==> config.mk <==
export PLATFORM = sky130hd
export DESIGN_NAME = sac_control
export DESIGN_NICKNAME = d
export VERILOG_FILES = /design/src/sac_pkg.sv /design/src/sac_control.sv /design/src/sac_clock_select.sv
export VERILOG_INCLUDE_DIRS = /design/src
export SDC_FILE = /design/constraint.sdc
export NUM_CORES = 1
export LEC_CHECK = 0
export ABC_AREA = 1
export BUFFER_PORTS_ARGS = -buffer_cell sky130_fd_sc_hd__buf_2
export CAP_MARGIN = 25
export CELL_PAD_IN_SITES_DETAIL_PLACEMENT = 2
export CELL_PAD_IN_SITES_GLOBAL_PLACEMENT = 2
export CORE_AREA = 8 8 107 129
export CTS_BUF_LIST = sky130_fd_sc_hd__clkbuf_4
export DETAILED_ROUTE_END_ITERATION = 10
export DIE_AREA = 0 0 115 137
export GPL_TIMING_DRIVEN = 0
export HOLD_SLACK_MARGIN = 0.05
export PLACE_DENSITY_LB_ADDON = 0.1
export REMOVE_ABC_BUFFERS = 1
export SLEW_MARGIN = 20
export SYNTH_ARGS = -nofsm -noshare
export SYNTH_HDL_FRONTEND = slang
export SYNTH_HIERARCHICAL = 1
export SYNTH_SLANG_ARGS = --single-unit
==> constraint.sdc <==
create_clock -name CLK -period 2.2 [get_ports CLK]
set_clock_uncertainty 0.05 [all_clocks]
set_input_delay 0.55 -clock CLK [delete_from_list [all_inputs] [get_ports CLK]]
set_output_delay 0.55 -clock CLK [all_outputs]
set_load 0.01 [all_outputs]
==> src/sac_regs.svh <==
// register map, field positions, reset values and timing counts of the converter control
// assumes inclusion by bare name from the package and the design files
`ifndef SAC_REGS_SVH
`define SAC_REGS_SVH

// -----------------------------------------------------------------------------
// register indices (byte address is four times the index)
// -----------------------------------------------------------------------------
`define SAC_IDX_CTRL_STATUS 8'h15
`define SAC_IDX_PIN_LEVEL   8'h16
`define SAC_IDX_RESULT      8'h17
`define SAC_IDX_IRQ_STATUS  8'h18
`define SAC_IDX_IRQ_ENABLE  8'h19
`define SAC_IDX_IRQ_CLEAR   8'h1A

// -----------------------------------------------------------------------------
// control/status fields
// -----------------------------------------------------------------------------
`define SAC_BIT_DONE        7
`define SAC_BIT_RC_SEL      6
`define SAC_BIT_POWER       5
`define SAC_SEL_MSB         3
`define SAC_CTRL_RESET      8'h00

// -----------------------------------------------------------------------------
// timing
// -----------------------------------------------------------------------------
`define SAC_SAMPLE_CYCLES   4'hC
`define SAC_RESULT_BITS     3'h7
`define SAC_SETTLE_CYCLES   2'h3

`endif

==> src/sac_pkg.sv <==
// types shared by the converter control files
// assumes sac_regs.svh is reachable by bare name
`default_nettype none
`include "sac_regs.svh"

package sac_pkg;
   // conversion sequencer states
   typedef enum logic [1:0] {
      SAC_IDLE   = 2'b00,
      SAC_SAMPLE = 2'b01,
      SAC_CONVERT = 2'b10
   } sac_state_type;

   // what the input multiplexer connects to the hold capacitor
   typedef enum logic [2:0] {
      SAC_SRC_PIN0     = 3'b000,
      SAC_SRC_PIN1     = 3'b001,
      SAC_SRC_RESERVED = 3'b010,
      SAC_SRC_REF_HIGH = 3'b011,
      SAC_SRC_REF_MID  = 3'b100,
      SAC_SRC_REF_LOW  = 3'b101
   } sac_source_type;
endpackage

`default_nettype wire

==> src/sac_control.sv <==
// control and status of an 8-bit successive-approximation converter, wishbone slave
// assumes an external analog array and comparator; pins are asynchronous to CLK
//
// How it works
// on completion set done flag, publish result, restart on selected input
// done flag cleared by result read or any control/status write
// every reset leaves the done flag at zero
// rc select one: oscillator runs and clocks a powered converter
// rc select zero: oscillator stopped, powered converter uses bus clock
// reset clears rc select
// power bit switches converter; off means no conversions
// rc select one, power zero: oscillator runs, converter stays off
// software waits for settling before trusting results
// selector: pins 0/1, reserved 2-7, high, midpoint, low 10-15
// reset clears the selector so pin 0 is chosen
// pin-level register shows pin 1 in bit 1, pin 0 in bit 0
// reset leaves the pin-level register alone; it follows the pins
// result register read-only, loaded with the done flag at conversion end
// sample switch closed 12 bus cycles at start only, then open
// control/status write aborts, clears done flag, restarts conversion
// reset clears the power bit
// control layout: done 7, rc 6, power 5, selector 3..0, bit 4 zero
// eight result bits resolved one per step, msb first, by comparator
//
// Design decision made here: the Wishbone register port.
`default_nettype none
`include "sac_regs.svh"

module sac_control (
   // clock and reset
   input  wire logic                 CLK,
   input  wire logic                 RESET_N,
   // wishbone slave
   input  wire logic                 WB_CYC_I,
   input  wire logic                 WB_STB_I,
   input  wire logic                 WB_WE_I,
   input  wire logic [9:0]           WB_ADR_I,
   input  wire logic [3:0]           WB_SEL_I,
   input  wire logic [31:0]          WB_DAT_I,
   output logic      [31:0]          WB_DAT_O,
   output logic                      WB_ACK_O,
   output logic                      WB_ERR_O,
   // analog front end
   input  wire logic                 ANALOG_INPUT_0,
   input  wire logic                 ANALOG_INPUT_1,
   input  wire logic                 COMPARATOR_HIGH,
   input  wire logic                 RC_OSC_IN,
   output logic                      RC_OSC_ENABLE,
   output logic                      CONVERTER_ENABLE,
   output logic                      SAMPLE_SWITCH,
   output sac_pkg::sac_source_type   SOURCE_SELECT,
   output logic      [7:0]           DAC_CODE,
   // interrupt
   output logic                      IRQ
);
   import sac_pkg::*;

   // -----------------------------------------------------------------------------
   // state
   // -----------------------------------------------------------------------------
   logic          done_q;
   logic          rc_sel_q;
   logic          power_q;
   logic [3:0]    sel_q;
   logic [7:0]    result_q;
   logic [7:0]    sar_q;
   logic [2:0]    bit_q;
   logic [3:0]    sample_cnt_q;
   logic [1:0]    settle_q;
   sac_state_type state_q;
   logic [1:0]    pin_s1_q;
   logic [1:0]    pin_s2_q;
   logic [1:0]    cmp_s_q;
   logic          irq_stat_q;
   logic          irq_en_q;
   logic          step;
   logic          osc_en;

   // -----------------------------------------------------------------------------
   // bus decode
   // -----------------------------------------------------------------------------
   logic          req;
   logic          wr;
   logic          rd;
   logic [7:0]    idx;
   logic          ctrl_wr;
   logic          result_rd;
   logic          finish;
   logic          mapped;

   assign req = WB_CYC_I & WB_STB_I & ~WB_ACK_O & ~WB_ERR_O;
   assign idx = WB_ADR_I[9:2];
   assign wr  = req & WB_WE_I & WB_SEL_I[0];
   assign rd  = req & ~WB_WE_I;
   assign mapped = (idx == `SAC_IDX_CTRL_STATUS) | (idx == `SAC_IDX_PIN_LEVEL)
                 | (idx == `SAC_IDX_RESULT) | (idx == `SAC_IDX_IRQ_STATUS)
                 | (idx == `SAC_IDX_IRQ_ENABLE) | (idx == `SAC_IDX_IRQ_CLEAR);
   assign ctrl_wr   = wr & (idx == `SAC_IDX_CTRL_STATUS);
   assign result_rd = rd & (idx == `SAC_IDX_RESULT);
   assign finish    = (state_q == SAC_CONVERT) & step & (bit_q == 3'h0)
                    & (settle_q == `SAC_SETTLE_CYCLES) & ~ctrl_wr;

   // selector decode, used for the mux and for the source select assertion
   function automatic sac_source_type decode_sel(input logic [3:0] s);
      if (s == 4'h0)           decode_sel = SAC_SRC_PIN0;
      else if (s == 4'h1)      decode_sel = SAC_SRC_PIN1;
      else if (!s[3])          decode_sel = SAC_SRC_RESERVED;
      else if (s == 4'h8)      decode_sel = SAC_SRC_REF_HIGH;
      else if (s == 4'h9)      decode_sel = SAC_SRC_REF_MID;
      else                     decode_sel = SAC_SRC_REF_LOW;
   endfunction

   // -----------------------------------------------------------------------------
   // clock selection
   // -----------------------------------------------------------------------------
   sac_clock_select u_clk (
      .clk                (CLK),
      .reset_n            (RESET_N),
      .rc_clock_select    (rc_sel_q),
      .converter_power_on (power_q),
      .rc_osc_in          (RC_OSC_IN),
      .rc_osc_enable      (osc_en),
      .step               (step)
   );

   // bus answer: registered, one wait state, error on unmapped addresses
   always_ff @(posedge CLK) begin
      if (!RESET_N) begin
         WB_ACK_O <= 1'b0;
         WB_ERR_O <= 1'b0;
      end else begin
         WB_ACK_O <= req & mapped;
         WB_ERR_O <= req & ~mapped;
      end
   end

   // read data, bits above the byte read as zero
   always_ff @(posedge CLK) begin
      if (!RESET_N) begin
         WB_DAT_O <= 32'h0000_0000;
      end else if (rd) begin
         case (idx)
            `SAC_IDX_CTRL_STATUS: WB_DAT_O <= {24'h000000, done_q, rc_sel_q, power_q,
                                               1'b0, sel_q};
            `SAC_IDX_PIN_LEVEL:   WB_DAT_O <= {30'h0, pin_s2_q};
            `SAC_IDX_RESULT:      WB_DAT_O <= {24'h000000, result_q};
            `SAC_IDX_IRQ_STATUS:  WB_DAT_O <= {31'h0, irq_stat_q};
            `SAC_IDX_IRQ_ENABLE:  WB_DAT_O <= {31'h0, irq_en_q};
            default:              WB_DAT_O <= 32'h0000_0000;
         endcase
      end
   end

   // -----------------------------------------------------------------------------
   // control fields
   // -----------------------------------------------------------------------------
   // every reset clears rc select, power and selector
   always_ff @(posedge CLK) begin
      if (!RESET_N) begin
         rc_sel_q <= 1'b0;
         power_q  <= 1'b0;
         sel_q    <= 4'h0;
      end else if (ctrl_wr) begin
         rc_sel_q <= WB_DAT_I[`SAC_BIT_RC_SEL];
         power_q  <= WB_DAT_I[`SAC_BIT_POWER];
         sel_q    <= WB_DAT_I[`SAC_SEL_MSB:0];
      end
   end

   // done flag: set at finish wins over a result-read clear
   always_ff @(posedge CLK) begin
      if (!RESET_N) begin
         done_q <= 1'b0;
      end else if (ctrl_wr) begin
         done_q <= 1'b0;
      end else if (finish) begin
         done_q <= 1'b1;
      end else if (result_rd) begin
         done_q <= 1'b0;
      end
   end

   // pin levels: synchronised, no reset so reset leaves them following the pins
   always_ff @(posedge CLK) begin
      pin_s1_q <= {ANALOG_INPUT_1, ANALOG_INPUT_0};
      pin_s2_q <= pin_s1_q;
   end

   // comparator synchroniser
   always_ff @(posedge CLK) begin
      if (!RESET_N) begin
         cmp_s_q <= 2'b00;
      end else begin
         cmp_s_q <= {cmp_s_q[0], COMPARATOR_HIGH};
      end
   end

   // -----------------------------------------------------------------------------
   // conversion sequencer
   // -----------------------------------------------------------------------------
   // a write restarts from sampling; power off parks the sequencer
   always_ff @(posedge CLK) begin
      if (!RESET_N) begin
         state_q      <= SAC_IDLE;
         sample_cnt_q <= 4'h0;
         settle_q     <= 2'h0;
         bit_q        <= `SAC_RESULT_BITS;
         sar_q        <= 8'h00;
      end else if (!power_q || ctrl_wr) begin
         state_q      <= SAC_IDLE;
         sample_cnt_q <= 4'h0;
         settle_q     <= 2'h0;
         bit_q        <= `SAC_RESULT_BITS;
         sar_q        <= 8'h00;
      end else begin
         case (state_q)
            SAC_IDLE: begin
               state_q      <= SAC_SAMPLE;
               sample_cnt_q <= 4'h0;
            end
            SAC_SAMPLE: begin
               // sampling counts bus cycles, not conversion steps
               if (sample_cnt_q == `SAC_SAMPLE_CYCLES - 4'h1) begin
                  state_q <= SAC_CONVERT;
                  settle_q <= 2'h0;
                  bit_q   <= `SAC_RESULT_BITS;
                  sar_q   <= 8'h80;
               end else begin
                  sample_cnt_q <= sample_cnt_q + 4'h1;
               end
            end
            SAC_CONVERT: begin
               if (settle_q != `SAC_SETTLE_CYCLES) begin
                  // dac register and comparator synchroniser lag each new trial code
                  settle_q <= settle_q + 2'h1;
               end else if (step) begin
                  settle_q <= 2'h0;
                  // keep trial bit if input above dac, try next bit lower
                  sar_q[bit_q] <= cmp_s_q[1];
                  if (bit_q == 3'h0) begin
                     state_q      <= SAC_SAMPLE;
                     sample_cnt_q <= 4'h0;
                  end else begin
                     sar_q[bit_q - 3'h1] <= 1'b1;
                     bit_q <= bit_q - 3'h1;
                  end
               end
            end
            default: state_q <= SAC_IDLE;
         endcase
      end
   end

   // result loads together with the done flag; never written by the bus
   always_ff @(posedge CLK) begin
      if (!RESET_N) begin
         result_q <= 8'h00;
      end else if (finish) begin
         result_q <= {sar_q[7:1], cmp_s_q[1]};
      end
   end

   // analog drive outputs
   always_ff @(posedge CLK) begin
      if (!RESET_N) begin
         SAMPLE_SWITCH    <= 1'b0;
         CONVERTER_ENABLE <= 1'b0;
         RC_OSC_ENABLE    <= 1'b0;
         SOURCE_SELECT    <= SAC_SRC_PIN0;
         DAC_CODE         <= 8'h00;
      end else begin
         SAMPLE_SWITCH    <= (state_q == SAC_SAMPLE) & power_q & ~ctrl_wr;
         CONVERTER_ENABLE <= power_q;
         RC_OSC_ENABLE    <= osc_en;
         SOURCE_SELECT    <= decode_sel(sel_q);
         DAC_CODE         <= sar_q;
      end
   end

   // -----------------------------------------------------------------------------
   // interrupt
   // -----------------------------------------------------------------------------
   // sticky completion event; set wins over clear
   always_ff @(posedge CLK) begin
      if (!RESET_N) begin
         irq_stat_q <= 1'b0;
         irq_en_q   <= 1'b0;
      end else begin
         if (finish) begin
            irq_stat_q <= 1'b1;
         end else if (wr && idx == `SAC_IDX_IRQ_CLEAR && WB_DAT_I[0]) begin
            irq_stat_q <= 1'b0;
         end
         if (wr && idx == `SAC_IDX_IRQ_ENABLE) begin
            irq_en_q <= WB_DAT_I[0];
         end
      end
   end

   // level output from a flop, one cycle behind the status
   always_ff @(posedge CLK) begin
      if (!RESET_N) begin
         IRQ <= 1'b0;
      end else begin
         IRQ <= irq_stat_q & irq_en_q;
      end
   end

   // -----------------------------------------------------------------------------
   // checks
   // -----------------------------------------------------------------------------
   // flag, result, sequencer and clock checks; covers mark the main scenarios
   a_done_reset: assert property (@(posedge CLK) !RESET_N |=> !done_q)
      else $error("done flag not cleared by reset");
   a_done_set: assert property (@(posedge CLK) disable iff (!RESET_N)
      finish |=> done_q && result_q == {$past(sar_q[7:1]), $past(cmp_s_q[1])})
      else $error("done flag or result missing after finish");
   a_write_clears: assert property (@(posedge CLK) disable iff (!RESET_N)
      ctrl_wr |=> !done_q && state_q == SAC_IDLE)
      else $error("control write did not abort");
   a_read_clears: assert property (@(posedge CLK) disable iff (!RESET_N)
      result_rd && !finish |=> !done_q)
      else $error("result read did not clear done flag");
   a_power_off_idle: assert property (@(posedge CLK) disable iff (!RESET_N)
      !power_q |=> state_q == SAC_IDLE && !finish)
      else $error("conversion ran while powered off");
   a_sample_length: assert property (@(posedge CLK) disable iff (!RESET_N)
      $rose(SAMPLE_SWITCH) |-> SAMPLE_SWITCH [*8] ##1 SAMPLE_SWITCH [*4] ##1 !SAMPLE_SWITCH
         or ##[1:11] !SAMPLE_SWITCH)
      else $error("sample window length wrong");
   a_sel_decode: assert property (@(posedge CLK) disable iff (!RESET_N)
      ##1 SOURCE_SELECT == decode_sel($past(sel_q)))
      else $error("source select mismatch");
   a_osc_follows: assert property (@(posedge CLK) disable iff (!RESET_N)
      ##2 RC_OSC_ENABLE == $past(rc_sel_q, 2))
      else $error("oscillator enable does not follow rc select");
   a_bus_step: assert property (@(posedge CLK) disable iff (!RESET_N)
      !rc_sel_q && power_q && state_q == SAC_CONVERT ##1 !rc_sel_q && power_q |-> step)
      else $error("bus clock step missing");
   a_trial_settle: assert property (@(posedge CLK) disable iff (!RESET_N)
      state_q == SAC_CONVERT && settle_q != `SAC_SETTLE_CYCLES && !ctrl_wr |=> $stable(sar_q))
      else $error("trial code changed before comparator settled");
   c_conversion: cover property (@(posedge CLK) finish);
   c_abort: cover property (@(posedge CLK) ctrl_wr && state_q == SAC_CONVERT);
   c_rc_convert: cover property (@(posedge CLK) finish && rc_sel_q);
   c_irq: cover property (@(posedge CLK) IRQ);
   c_reserved_sel: cover property (@(posedge CLK) SOURCE_SELECT == SAC_SRC_RESERVED);
endmodule

`default_nettype wire

==> src/sac_clock_select.sv <==
// conversion clock selection: enable to the rc oscillator and a one-cycle step strobe
// assumes the rc oscillator output is asynchronous to CLK and is sampled here
`default_nettype none

module sac_clock_select
   import sac_pkg::*;
(
   // clock and reset
   input  wire logic clk,
   input  wire logic reset_n,
   // control
   input  wire logic rc_clock_select,
   input  wire logic converter_power_on,
   // oscillator pin
   input  wire logic rc_osc_in,
   // outputs
   output logic      rc_osc_enable,
   output logic      step
);
   logic sync1_q;
   logic sync2_q;
   logic last_q;

   // oscillator runs whenever selected, even with the converter off
   always_ff @(posedge clk) begin
      if (!reset_n) begin
         rc_osc_enable <= 1'b0;
      end else begin
         rc_osc_enable <= rc_clock_select;
      end
   end

   // two-flop synchroniser; only the second stage feeds the edge detector
   always_ff @(posedge clk) begin
      if (!reset_n) begin
         sync1_q <= 1'b0;
         sync2_q <= 1'b0;
         last_q  <= 1'b0;
      end else begin
         sync1_q <= rc_osc_in;
         sync2_q <= sync1_q;
         last_q  <= sync2_q;
      end
   end

   // step every bus cycle, or on each rising oscillator edge; never when powered off
   always_ff @(posedge clk) begin
      if (!reset_n) begin
         step <= 1'b0;
      end else if (!converter_power_on) begin
         step <= 1'b0;
      end else if (rc_clock_select) begin
         step <= sync2_q & ~last_q;
      end else begin
         step <= 1'b1;
      end
   end
endmodule

`default_nettype wire

# Word level (Yosys, flattened, before mapping)
# Cells that the tools add are included.
# totals
ff_bits	96
inputBits	55
out_inout_bits	49
elab_cells	155
# op_classes
n_addsub	3
order_cmp	4
eq_ne	21
n_mux	39
bitwise_logic	32
reduce_logical	25
# ops
cell	n
equality test 8 x 5 -> 1 bit (second input constant)	6
case mux 8 bit (5 select lines)	1
2-to-1 mux 8 bit	4
bitwise AND 1 bit	18
2-to-1 mux 2 bit	9
2-to-1 mux 4 bit	4
case mux 8 bit (2 select lines)	1
equality test 4 bit (second input constant)	3
2-to-1 mux 3 bit	4
case mux 4 bit (3 select lines)	1
inequality test 2 bit (second input constant)	5
AND reduction 5 bit	2
2-to-1 mux 1 bit	9
bitwise mux 8 bit	1
< comparator 3 x 4 -> 1 bit (second input constant)	2
NOT 1 bit	8
bitwise OR 8 bit	1
AND reduction 4 bit	2
demux 1 bit (select 3 bit)	2
greater-or-equal comparator 3 x 1 -> 1 bit (second input constant)	2
case mux 2 bit (3 select lines)	1
case mux 3 bit (2 select lines)	1
nonzero test 2 bit	3
OR reduction 2 bit	3
other kinds (21)	31

# Longest topological paths before layout
# Gate-level depths: netlist (run 1).
# depth
ltp_word	10
depth_mapped	10
ltp_nobuf	10

# By module
# The synthesis (run 1) kept the hierarchy.
# by_module_without_submodules
mod	n_inst	cells_each	area_each_um2
sac_control	1	419	3173.0
sac_clock_select	1	17	150.1

# Worst setup path before layout (run 1)
# OpenSTA, ideal clock, no wires.
# synth_timing
path_type	input-to-reg
from	input WB_ADR_I[5]
to	register result_q[2]
t_arrival_ns	1.413
slack_ns	0.621
path_stages	9
n_path_buf	1
cell_sequence	inv_1 nand2_1 nor2_4 nand2_4 nor2_8 nor2_8 buf_8 o21ai_2 a21oi_2
# synth_between
elab_chain_cells	4
# synth_lines
element	line_no	text
start, declared	sac_control.sv:37	input wire logic [9:0] WB_ADR_I,
equality test 8 x 5 -> 1 bit	--	
bitwise AND 1 bit	sac_control.sv:98	assign ctrl_wr = wr & (idx == `SAC_IDX_CTRL_STATUS);
NOT 1 bit	sac_control.sv:101	& (settle_q == `SAC_SETTLE_CYCLES) & ~ctrl_wr;
bitwise AND 1 bit	sac_control.sv:100	assign finish = (state_q == SAC_CONVERT) & step & (bit_q == 3'h0)
end signal, assigned	sac_control.sv:259	result_q <= {sar_q[7:1], cmp_s_q[1]};
end, declared	sac_control.sv:65	logic [7:0] result_q;
# No other way between the ends.
# A chain may end at the register's enable or synchronous reset.

# Worst setup path in the final report (run 1)
# layout_timing
from	register WB_ACK_O
to	register sar_q[7]
# layout_between
elab_chain_cells	8
# layout_lines
element	line_no	text
start, declared	sac_control.sv:41	output logic WB_ACK_O,
start signal, assigned	sac_control.sv:132	WB_ACK_O <= req & mapped;
NOT 1 bit	sac_control.sv:91	assign req = WB_CYC_I & WB_STB_I & ~WB_ACK_O & ~WB_ERR_O;
bitwise AND 1 bit (2 in series)	sac_control.sv:91	
bitwise AND 1 bit (2 in series)	sac_control.sv:93	assign wr = req & WB_WE_I & WB_SEL_I[0];
bitwise AND 1 bit	sac_control.sv:98	
logical OR 1 bit	sac_control.sv:209	end else if (!power_q || ctrl_wr) begin
OR reduction 2 bit (no source line)	--	
end signal, assigned by index	sac_control.sv:239	sar_q[bit_q] <= cmp_s_q[1];
end, declared	sac_control.sv:66	logic [7:0] sar_q;
# No other way between the ends.

==> run_results.csv, run 1 <==
group,metric,value,unit
layout,final_cell_mix,"105 x nand2_1, 72 x dfxtp_1, 52 x inv_1",
min_path,holdPathStages,1,
power,power,2307,uW
grt,grt_first_pass_wirelength,14680,um
layout,fillers,1457,
clock_tree,clk_pin_slew_worst_paths,0.11,ns
power,seqPwrFrac,57.0,%
min_path,hold_start,"ANALOG_INPUT_0",
layout,multiInputGateArea,1505,sq um
routing,wl_per_cell,13.67,um
clock_tree,post_cts_resize_count,0,
setup_path,r2r-end,"sar_q[7]",
timing,fin_crit_sh,84.08,%
setup_path,cp_slowest_cell,"dfxtp_1",
clock_tree,cts.sinks,72,
setup_path,cp_cell_sequence,"nor2_1 > nand2_1 > nor2_2 > nand3_2 > nand2_4 > inv_1 > o21ai_0 > nor2_1",
clock_tree,postCtsSetupBuffers,0,
clock_tree,htreeDepth,3,
job,cap_violations,0,
routing,drc,0,
layout,layout.nets,548,
grt,antenna_found_initial,0,
synth,ys.flop_type,"dfxtp_1",
min_path,worstHoldPathType,"in2reg",
power,clkPwrFrac,39.0,%
setup_path,cp-end-kind,"flip-flop",
timing,fin_setup_tns,0,ns
layout,num_antenna_cells,0,
floorplanning,die_w,115,um
grt,grt_pass1_vias,3033,
floorplanning,dieArea,15760,sq um
synth,syn_inst,436,
routing,wirelength,8856,um
layout,synthToLayoutAreaGrowth,12.88,%
timing,rsz0062_at_grt,"no",
setup_path,critPathRequiredTime,2.46,ns
placement,io_buffers,48,
placement,place.gp.congestion,0.7605,
grt,overflow,0,
setup_path,worstPathMaxFanout,14,
synth,synth_cell_types,36,
clock_tree,holdBufCountCts,0,
floorplanning,io_pins,104,
power,power_density,614.9,nW/um^2
setup_path,r2r_start,"WB_ACK_O",
timing,setup_slack,0.3501,ns
placement,hpwl,6969,um
layout,drive_gt1_share,18.69,%
power,switching_power,528.8,uW
setup_path,start_kind,"flip-flop",
timing,final.min_clock_period,1.850,ns
floorplanning,initial_core_util,28.21,%
grt,grt_max_degree,31,
clock_tree,tritoncts,"done",
routing,viasPerCell,4.366,
timing,fmax,0.5406,GHz
min_path,hold_path_end,"pin_s1_q[0]",
layout,seq_area,1441,sq um
timing,finalMaxSlewViolations,0,
timing,worst_slew_pin_slew,0.5631,ns
floorplanning,die-height,137,um
timing,hold_violations,0,
layout,final_common_cell,"nand2_1",
floorplanning,rows,44,
clock_tree,root_buffer,"clkbuf_4",
setup_path,max_stage_delay,0.33,ns
power,combPwrFrac,4.0,%
setup_path,rrSetupSlack,0.35,ns
setup_path,cp_top_family,"simple AND/OR/NAND/NOR gates",
setup_path,path_class,"reg2reg",
synth,synth_area_per_cell,7.622,sq um
power,ir_drop,189.7,uV
setup_path,reg2regPathDepth,8,
floorplanning,core,11780,sq um
synth,syn_area,3323,sq um
timing,relSlewSlack,62.23,%
power,swShare,22.92,%
run_status,outcome,"finished, final reports clean",
routing,first_pass_iters,4,
synth,synth-edff-count,0,
timing,setup_violations,0,
routing,postRouteAntennaNets,0,
routing,first_iter_violations,67,
synth,yosysWarnings,6,
clock_tree,cts_buffer_depth,2,
synth,yosysSeqAreaShare,43.37,%
power,leakage,0.001808,uW
placement,place_ws,-0.08436,ns
setup_path,path_buf_inv,1,
power,p_int,1778,uW
setup_path,cp_common_cell,"nor2_1",
synth,ys_async_sr_fraction,0,%
clock_tree,cts_buffers,9,
clock_tree,insertion_delay,0.42,ns
setup_path,crit_arrival,2.11,ns
synth,ys_ff_latch,72,
routing,vias,2829,
grt,grt_usage,11.88,%
==> worst max path at each step <==
| stage | from | endpoint | slack [ns] | depth (start not counted) |
|---|---|---|---|---|
| 6_report | WB_ACK_O | sar_q[7] | 0.35 | 8 |
| 3_3_place_gp | RESET_N | sel_q[2] | -0.13 | 3 |
| 5_1_grt | WB_ACK_O | sar_q[7] | 0.12 | 8 |
| 4_1_cts | WB_ACK_O | sample_cnt_q[2] | 0.24 | 8 |
| 2_1_floorplan | WB_ADR_I[7] | sar_q[7] | 0.49 | 8 |
| 3_5_place_dp | WB_ADR_I[7] | sample_cnt_q[2] | -0.08 | 9 |
==> final cells by class <==
type                       instances  area share (%)
clock buffer                       9           1.801
clock inverter                     4           1.935
inverter                          59           5.937
multi-input combinational        295           40.13
sequential                        72           38.43
tap                              161           5.370
timing repair buffer              48           6.404
==> kinds of logic (layout without fill, tap and decap cells) <==
group | Yosys count | in the layout | synth area share [%]
buffers and inverters | 92 | 120 | 13.93
adders and majority gates | 8 | 8 | 3.012
other | 1 | 24 | 0.1128
xor gates and xnor gates | 3 | 3 | 0.7908
and+or+nand+nor | 180 | 180 | 24.92
DFF | 72 | 72 | 43.37
AOI/OAI and AO/OA | 80 | 80 | 13.86
==> cell usage after synthesis (4+ instances only) <==
cell | n | area share (%)
nor3_1 | 4 | 0.60
nand3_1 | 22 | 3.3
ha_1 | 8 | 3.0
nor2_2 | 4 | 0.75
dfxtp_1 | 72 | 43
nand2_1 | 105 | 12
nand2_4 | 4 | 1.4
a31oi_1 | 5 | 0.94
buf_4 | 25 | 5.6
o21ai_2 | 5 | 1.3
inv_1 | 52 | 5.9
inv_2 | 5 | 0.56
o21ai_0 | 32 | 4.8
nor2_1 | 29 | 3.3
a21oi_1 | 26 | 3.9
==> metrics by stage <==
stage	hold slack, ns	instances	area [sq um]	util, %
floorplan	0.2596	426	3169	-
global placement	0.2649	635	3611	30.65
detailed placement	0.2651	635	3611	30.65
CTS	0.1308	648	3751	31.84
global route	0.1177	648	3751	31.84
finish	0.1683	648	3751	31.84
==> routing by layer <==
metal  up-vias  part of all wire [%]  global-route usage, %
met2        38                    55                  22.65
met3         7                   4.7                  3.753
li1       1432                     -                      -
met1      1352                    39                  11.66
met5         -                     0                      0
met4         0                   1.1                  4.389
==> flip-flops by register name, summed over array words and instances, names as in the netlist, 3 cells and up <==
register and cells:
DAC_CODE 8, WB_DAT_O 8, sample_cnt_q 4, sar_q 8
SOURCE_SELECT 3, sel_q 4, result_q 8, bit_q 3
==> power groups by stage <==
stage	logic [uW]	clock network, uW	registers [uW]
4_1_cts	92.3	951	1320
3_5_place_dp	91.9	0	1350
5_1_grt	106	998	1320
6_report	91.9	900	1320
3_3_place_gp	91.0	0	1340
2_1_floorplan	49.2	0	1340
==> worst register-to-register path: stages, from the launching register on <==
cell	delay, ns
dfxtp_1	0.33
nor2_1	0.09
nand2_1	0.11
nor2_2	0.24
nand3_2	0.29
nand2_4	0.28
inv_1	0.19
o21ai_0	0.11
nor2_1	0.06
No activity file was read; power rests on OpenSTA's default activity.
==> run 2, diff against run 1 <==
- clock period: 2.2 -> 1.75 ns (I/O delays scaled with it)
==> run 2 against run 1 <==
Effect of this change: cell area up 6.1%; combinational power up 35%; core utilization up 1.9 points.
==> run_results.csv, run 2 (synthesis gave the netlist of run 1 again) <==
group,metric,value,unit
job,cap_violations,0,
clock_tree,cts_buffers,9,
grt,grt_first_pass_wirelength,14790,um
grt,grt_pass1_vias,3034,
clock_tree,cts_buffer_depth,2,
power,leakage,0.001909,uW
layout,layout.nets,565,
timing,setup_violations,0,
clock_tree,cts.sinks,72,
layout,final_common_cell,"nand2_1",
setup_path,critPathRequiredTime,2.05,ns
timing,fmax,0.6141,GHz
placement,io_buffers,48,
setup_path,reg2regPathDepth,8,
power,power_density,732.3,nW/um^2
layout,drive_gt1_share,24.80,%
floorplanning,die_w,115,um
routing,first_iter_violations,78,
routing,wirelength,9145,um
layout,num_antenna_cells,0,
power,ir_drop,238.5,uV
timing,worst_slew_pin_slew,0.5865,ns
layout,fillers,1449,
timing,rsz0062_at_grt,"yes",
clock_tree,root_buffer,"clkbuf_4",
layout,final_cell_mix,"103 x nand2_1, 66 x dfxtp_1, 48 x inv_1, 48 x buf_2, 32 x o21ai_0",
setup_path,path_class,"reg2reg",
setup_path,r2r_start,"bit_q[1]",
timing,fin_crit_sh,93.05,%
clock_tree,insertion_delay,0.43,ns
min_path,hold_start,"COMPARATOR_HIGH",
placement,place.gp.congestion,0.7605,
min_path,hold_path_end,"cmp_s_q[0]",
floorplanning,core,11780,sq um
layout,seq_area,1451,sq um
floorplanning,io_pins,104,
timing,hold_ws,0.1389,ns
clock_tree,clk_pin_slew_worst_paths,0.12,ns
layout,synthToLayoutAreaGrowth,19.77,%
grt,antenna_found_initial,0,
grt,overflow,0,
routing,vias,2914,
placement,hpwl,6969,um
routing,wl_per_cell,13.75,um
floorplanning,rows,44,
floorplanning,dieArea,15760,sq um
clock_tree,tritoncts,"done",
run_status,outcome,"finished, final reports clean",
layout,multiInputGateArea,1590,sq um
timing,relSlewSlack,60.90,%
min_path,worstHoldPathType,"in2reg",
setup_path,cp-end-kind,"flip-flop",
setup_path,r2r-end,"result_q[0]",
setup_path,start_kind,"flip-flop",
grt,grt_max_degree,31,
floorplanning,initial_core_util,28.21,%
timing,finalMaxSlewViolations,0,
timing,hold_violations,0,
grt,grt_usage,11.98,%
setup_path,worstPathMaxFanout,6,
routing,postRouteAntennaNets,0,
layout,fin_area,3980,sq um
routing,drc,0,
floorplanning,die-height,137,um
routing,first_pass_iters,4,
placement,postPlaceCellArea,3611,sq um
setup_path,crit_arrival,1.93,ns
min_path,holdPathStages,3,
setup_path,rrSetupSlack,0.12,ns
routing,viasPerCell,4.382,
setup_path,crit_start,"bit_q[1]",
timing,final.min_clock_period,1.628,ns
clock_tree,htreeDepth,3,
run 2: changes by cell type in the layout (fill, tap and decap cells not counted), sizes merged:
cell	before	now
clkinv	3	2
dlygate4sd3	0	2
buf	48	62
clkinvlp	1	2
nor2	38	39
run 2: worst max path at each step:
stage                           end  slack [ns]  cells past startpoint
floorplan                  sar_q[7]        0.15                      8
global placement           sel_q[2]       -0.47                      3
detailed placement  sample_cnt_q[2]       -0.42                      9
CTS                 sample_cnt_q[2]       0.008                      9
global route        sample_cnt_q[2]       -0.02                      9
finish                  result_q[0]        0.12                      8
run 2: power by group:
group	internal [uW]	leakage, uW	switching (uW)
Sequential	1650	0.000584	4.54
Clock	554	0.0000737	584
Combinational	37.0	0.00125	87.5
run 2: repair_timing:
| item | in CTS | in global routing |
|---|---|---|
| hold buffers | 2 | 0 |
| cloned | 0 | 1 |
| hold endpoints to repair | 2 | 0 |
| resized for setup | 10 | 20 |
| setup buffers | 0 | 14 |
| pin swaps | 1 | 5 |
| setup endpoints to repair | 23 | 31 |
run 2: layout make-up:
type	count	share of cell area, %
Sequential cell	72	36.47
Multi-Input combinational cell	296	39.96
Tap cell	161	5.061
Clock inverter	4	1.823
Timing Repair Buffer	64	9.179
Inverter	59	5.816
Clock buffer	9	1.698
run 2: worst max-delay path: stages, from the launching register on:
cell and delay [ns]:
dfxtp_2 0.38, inv_2 0.12, ha_1 0.21, nand2_4 0.08, nor2_4 0.14, nand2_4 0.11
nor2_4 0.19, o21ai_0 0.12, a21oi_1 0.15
run 2: metal layers:
| layer | GRT usage, % | up-vias | part of all wire, % |
|---|---|---|---|
| met4 | 4.389 | 0 | 1.4 |
| li1 | - | 1468 | - |
| met3 | 3.753 | 9 | 4.8 |
| met5 | 0 | - | 0 |
| met1 | 11.90 | 1396 | 39 |
| met2 | 22.68 | 41 | 55 |
run 2: per-stage QoR:
| stage | util, % | setup TNS, ns | power [uW] | worst slack, ns | instances |
|---|---|---|---|---|---|
| after global routing | 33.78 | -0.02558 | 3051 | -0.01734 | 665 |
| after floorplan | - | 0 | 1752 | 0.1538 | 426 |
| final | 33.78 | 0 | 2915 | 0.1216 | 665 |
| after CTS | 32.32 | 0 | 2972 | 0.007987 | 650 |
| after global placement | 30.65 | -10.71 | 1805 | -0.4704 | 635 |
| after detailed placement | 30.65 | -10.67 | 1807 | -0.4219 | 635 |
==> run 3, diff against run 2 <==
- REMOVE_ABC_BUFFERS: 1 -> not set
- SYNTH_HIERARCHICAL: 1 -> not set
==> run 3 against run 2 <==
Effect of this change: register-to-register slack about the same; maximum frequency is 0.27% higher; highest routed layer unchanged; sequential power about the same; combinational power up 44%; cell count rose by 7.4%; largest power group unchanged; flip-flop and latch count unchanged; non-clock buffer count is 33 higher; total power increased by 4.0%.
==> run_results.csv, run 3 <==
group,metric,value,unit
clock_tree,tritoncts,"done",
floorplanning,io_pins,104,
timing,hold_violations,0,
synth,synthAdderAreaFrac,3.376,%
synth,yosysWarnings,0,
floorplanning,rows,44,
placement,postPlaceCellArea,3864,sq um
grt,grt_max_degree,13,
timing,fin_setup_tns,0,ns
timing,finalMaxSlewViolations,0,
synth,synth_xor_area_share,0.2626,%
setup_path,start_kind,"flip-flop",
floorplanning,core,11780,sq um
timing,fin_crit_sh,92.80,%
synth,synthMuxAreaShare,0,%
grt,antenna_found_initial,1,
power,leakage,0.001927,uW
placement,placedCellCount,682,
timing,setup_violations,0,
setup_path,critPathRequiredTime,2.08,ns
timing,final.min_clock_period,1.624,ns
clock_tree,cts_buffers,9,
clock_tree,cts.sinks,72,
synth,syn_inst,450,
setup_path,crit_arrival,1.95,ns
synth,synth-edff-count,0,
timing,setup_slack,0.1260,ns
synth,synth.most_common_cell,"nand2_1",
power,switching_power,747.5,uW
power,power_density,717.3,nW/um^2
synth,yosys-top-cells-count,"104 x nand2_1, 72 x dfxtp_1, 56 x inv_1",
run_status,outcome,"finished, final reports clean",
synth,syn_area,3336,sq um
synth,synthTopCellsByArea,"dfxtp_1 43%, nand2_1 12%, a21oi_1 6.5%, inv_1 6.3%, buf_4 5.9%",
placement,place.gp.congestion,0.8052,
grt,overflow,0,
power,seqPwrFrac,54.3,%
synth,synth_top_family_by_area,"simple AND/OR/NAND/NOR gates",
floorplanning,die-height,137,um
synth,synth-simple-area-share,24.57,%
routing,first_pass_iters,6,
synth,synth_top_area_share,43.21,%
power,clkPwrFrac,39.8,%
min_path,worstHoldPathType,"in2reg",
synth,yosysSeqAreaShare,43.21,%
floorplanning,dieArea,15760,sq um
routing,postRouteAntennaNets,0,
routing,first_iter_violations,53,
setup_path,path_class,"reg2reg",
layout,layout.nets,611,
synth,yosysTopAreaCell,"dfxtp_1",
timing,relSlewSlack,66.58,%
synth,synth_cell_types,33,
floorplanning,die_w,115,um
setup_path,worstPathMaxFanout,8,
clock_tree,root_buffer,"clkbuf_4",
layout,final_cell_mix,"102 x nand2_1, 68 x dfxtp_1, 55 x inv_1",
synth,ys_async_sr_fraction,0,%
routing,wl_per_cell,14.37,um
floorplanning,initial_core_util,28.31,%
grt,grt_pass1_vias,3369,
layout,stdcell_count,714,
power,combPwrFrac,5.9,%
power,ir_drop,255.7,uV
synth,ys.flop_type,"dfxtp_1",
power,p_int,2285,uW
placement,place_ws,-0.3175,ns
grt,grt_first_pass_wirelength,16570,um
power,swShare,24.65,%
clock_tree,clk_pin_slew_worst_paths,0.12,ns
synth,synth_compound_area_share,13.99,%
clock_tree,htreeDepth,3,
placement,io_buffers,48,
layout,synthToLayoutAreaGrowth,26.74,%
placement,hpwl,7915,um
timing,fmax,0.6158,GHz
layout,final_common_cell,"nand2_1",
layout,fin_area,4228,sq um
timing,worst_slew_pin_slew,0.5014,ns
routing,wirelength,10260,um
job,cap_violations,0,
synth,synth_area_per_cell,7.413,sq um
clock_tree,insertion_delay,0.44,ns
timing,hold_ws,0.1263,ns
grt,grt_usage,13.59,%
routing,viasPerCell,4.443,
routing,drc,0,
synth,ys_ff_latch,72,
setup_path,cp-end-kind,"flip-flop",
layout,drive_gt1_share,25.36,%
clock_tree,cts_buffer_depth,2,
routing,vias,3172,
==> run 3: cell count changes after synthesis, moves of 4 or more <==
cell     before  now
a31oi_1       5    1
inv_1        52   56
nor2_1       29   24
a21oi_1      26   43
nor3_1        4   10
o21ai_2       5    1
==> run 3: final timing paths <==
kind,start,to,slack (ns),depth (start not counted)
max,state_q[0],sar_q[1],0.13,9
min,RC_OSC_IN,u_clk.sync1_q,0.13,3
max reg2reg,state_q[0],sar_q[1],0.13,9
min reg2reg,pin_s1_q[1],pin_s2_q[1],0.30,0
==> run 3: final cells by class <==
type / instances / area [sq um]
Buffer: 33 / 235.2
Timing Repair Buffer: 64 / 362.8
Clock buffer: 9 / 67.56
Antenna cell: 1 / 2.502
Tap cell: 161 / 201.4
Fill cell: 1461 / 7553
Sequential cell: 72 / 1454
Multi-Input combinational cell: 303 / 1568
Clock inverter: 7 / 86.33
Inverter: 64 / 250.2
==> run 3: kinds of logic after synthesis <==
logic type,after synthesis
buf+inv,98
fa+ha+maj,9
xor+xnor,1
flops,72
other cells,1
simple gates,181
compound gates,88
==> run 3: power by group through the flow <==
stage                     registers (uW)  clock network (uW)  logic [uW]
final                               1650                1210         179
after global routing                1650                1320         200
after CTS                           1650                1260         177
after detailed placement            1690                   0         171
after global placement              1690                   0         167
after floorplan                     1690                   0         116
==> run 3: metrics by stage <==
| step | power, uW | utilization (%) |
|---|---|---|
| 6_report | 3033 | 35.89 |
| 3_5_place_dp | 1861 | 32.80 |
| 4_1_cts | 3089 | 35.47 |
| 3_3_place_gp | 1856 | 32.80 |
| 5_1_grt | 3165 | 35.89 |
| 2_1_floorplan | 1805 | - |
==> run 3: routing by layer <==
| metal | global-route usage [%] | vias up | part of all wire (%) |
|---|---|---|---|
| met3 | 3.488 | 11 | 3.8 |
| met5 | 0 | - | 0 |
| met4 | 5.706 | 0 | 1.9 |
| met2 | 26.78 | 45 | 56 |
| met1 | 12.85 | 1531 | 38 |
| li1 | - | 1585 | - |
==> run 3: critical path: stages, from the launching register on <==
cell and delay, ns:
dfxtp_2 0.35, inv_1 0.09, ha_4 0.21, inv_4 0.12, a21oi_1 0.06, nor2_2 0.13
nand2_4 0.09, nor2_4 0.20, nand2_1 0.10, a21oi_1 0.14
==> run 3: repair_timing <==
item                       in CTS  in global routing
hold endpoints to repair        2                  0
hold buffers                    2                  0
pin swaps                       6                  5
gates resized for setup        19                 12
setup endpoints to repair      27                 25
buffers inserted               10                  3
cloned                          1                  0
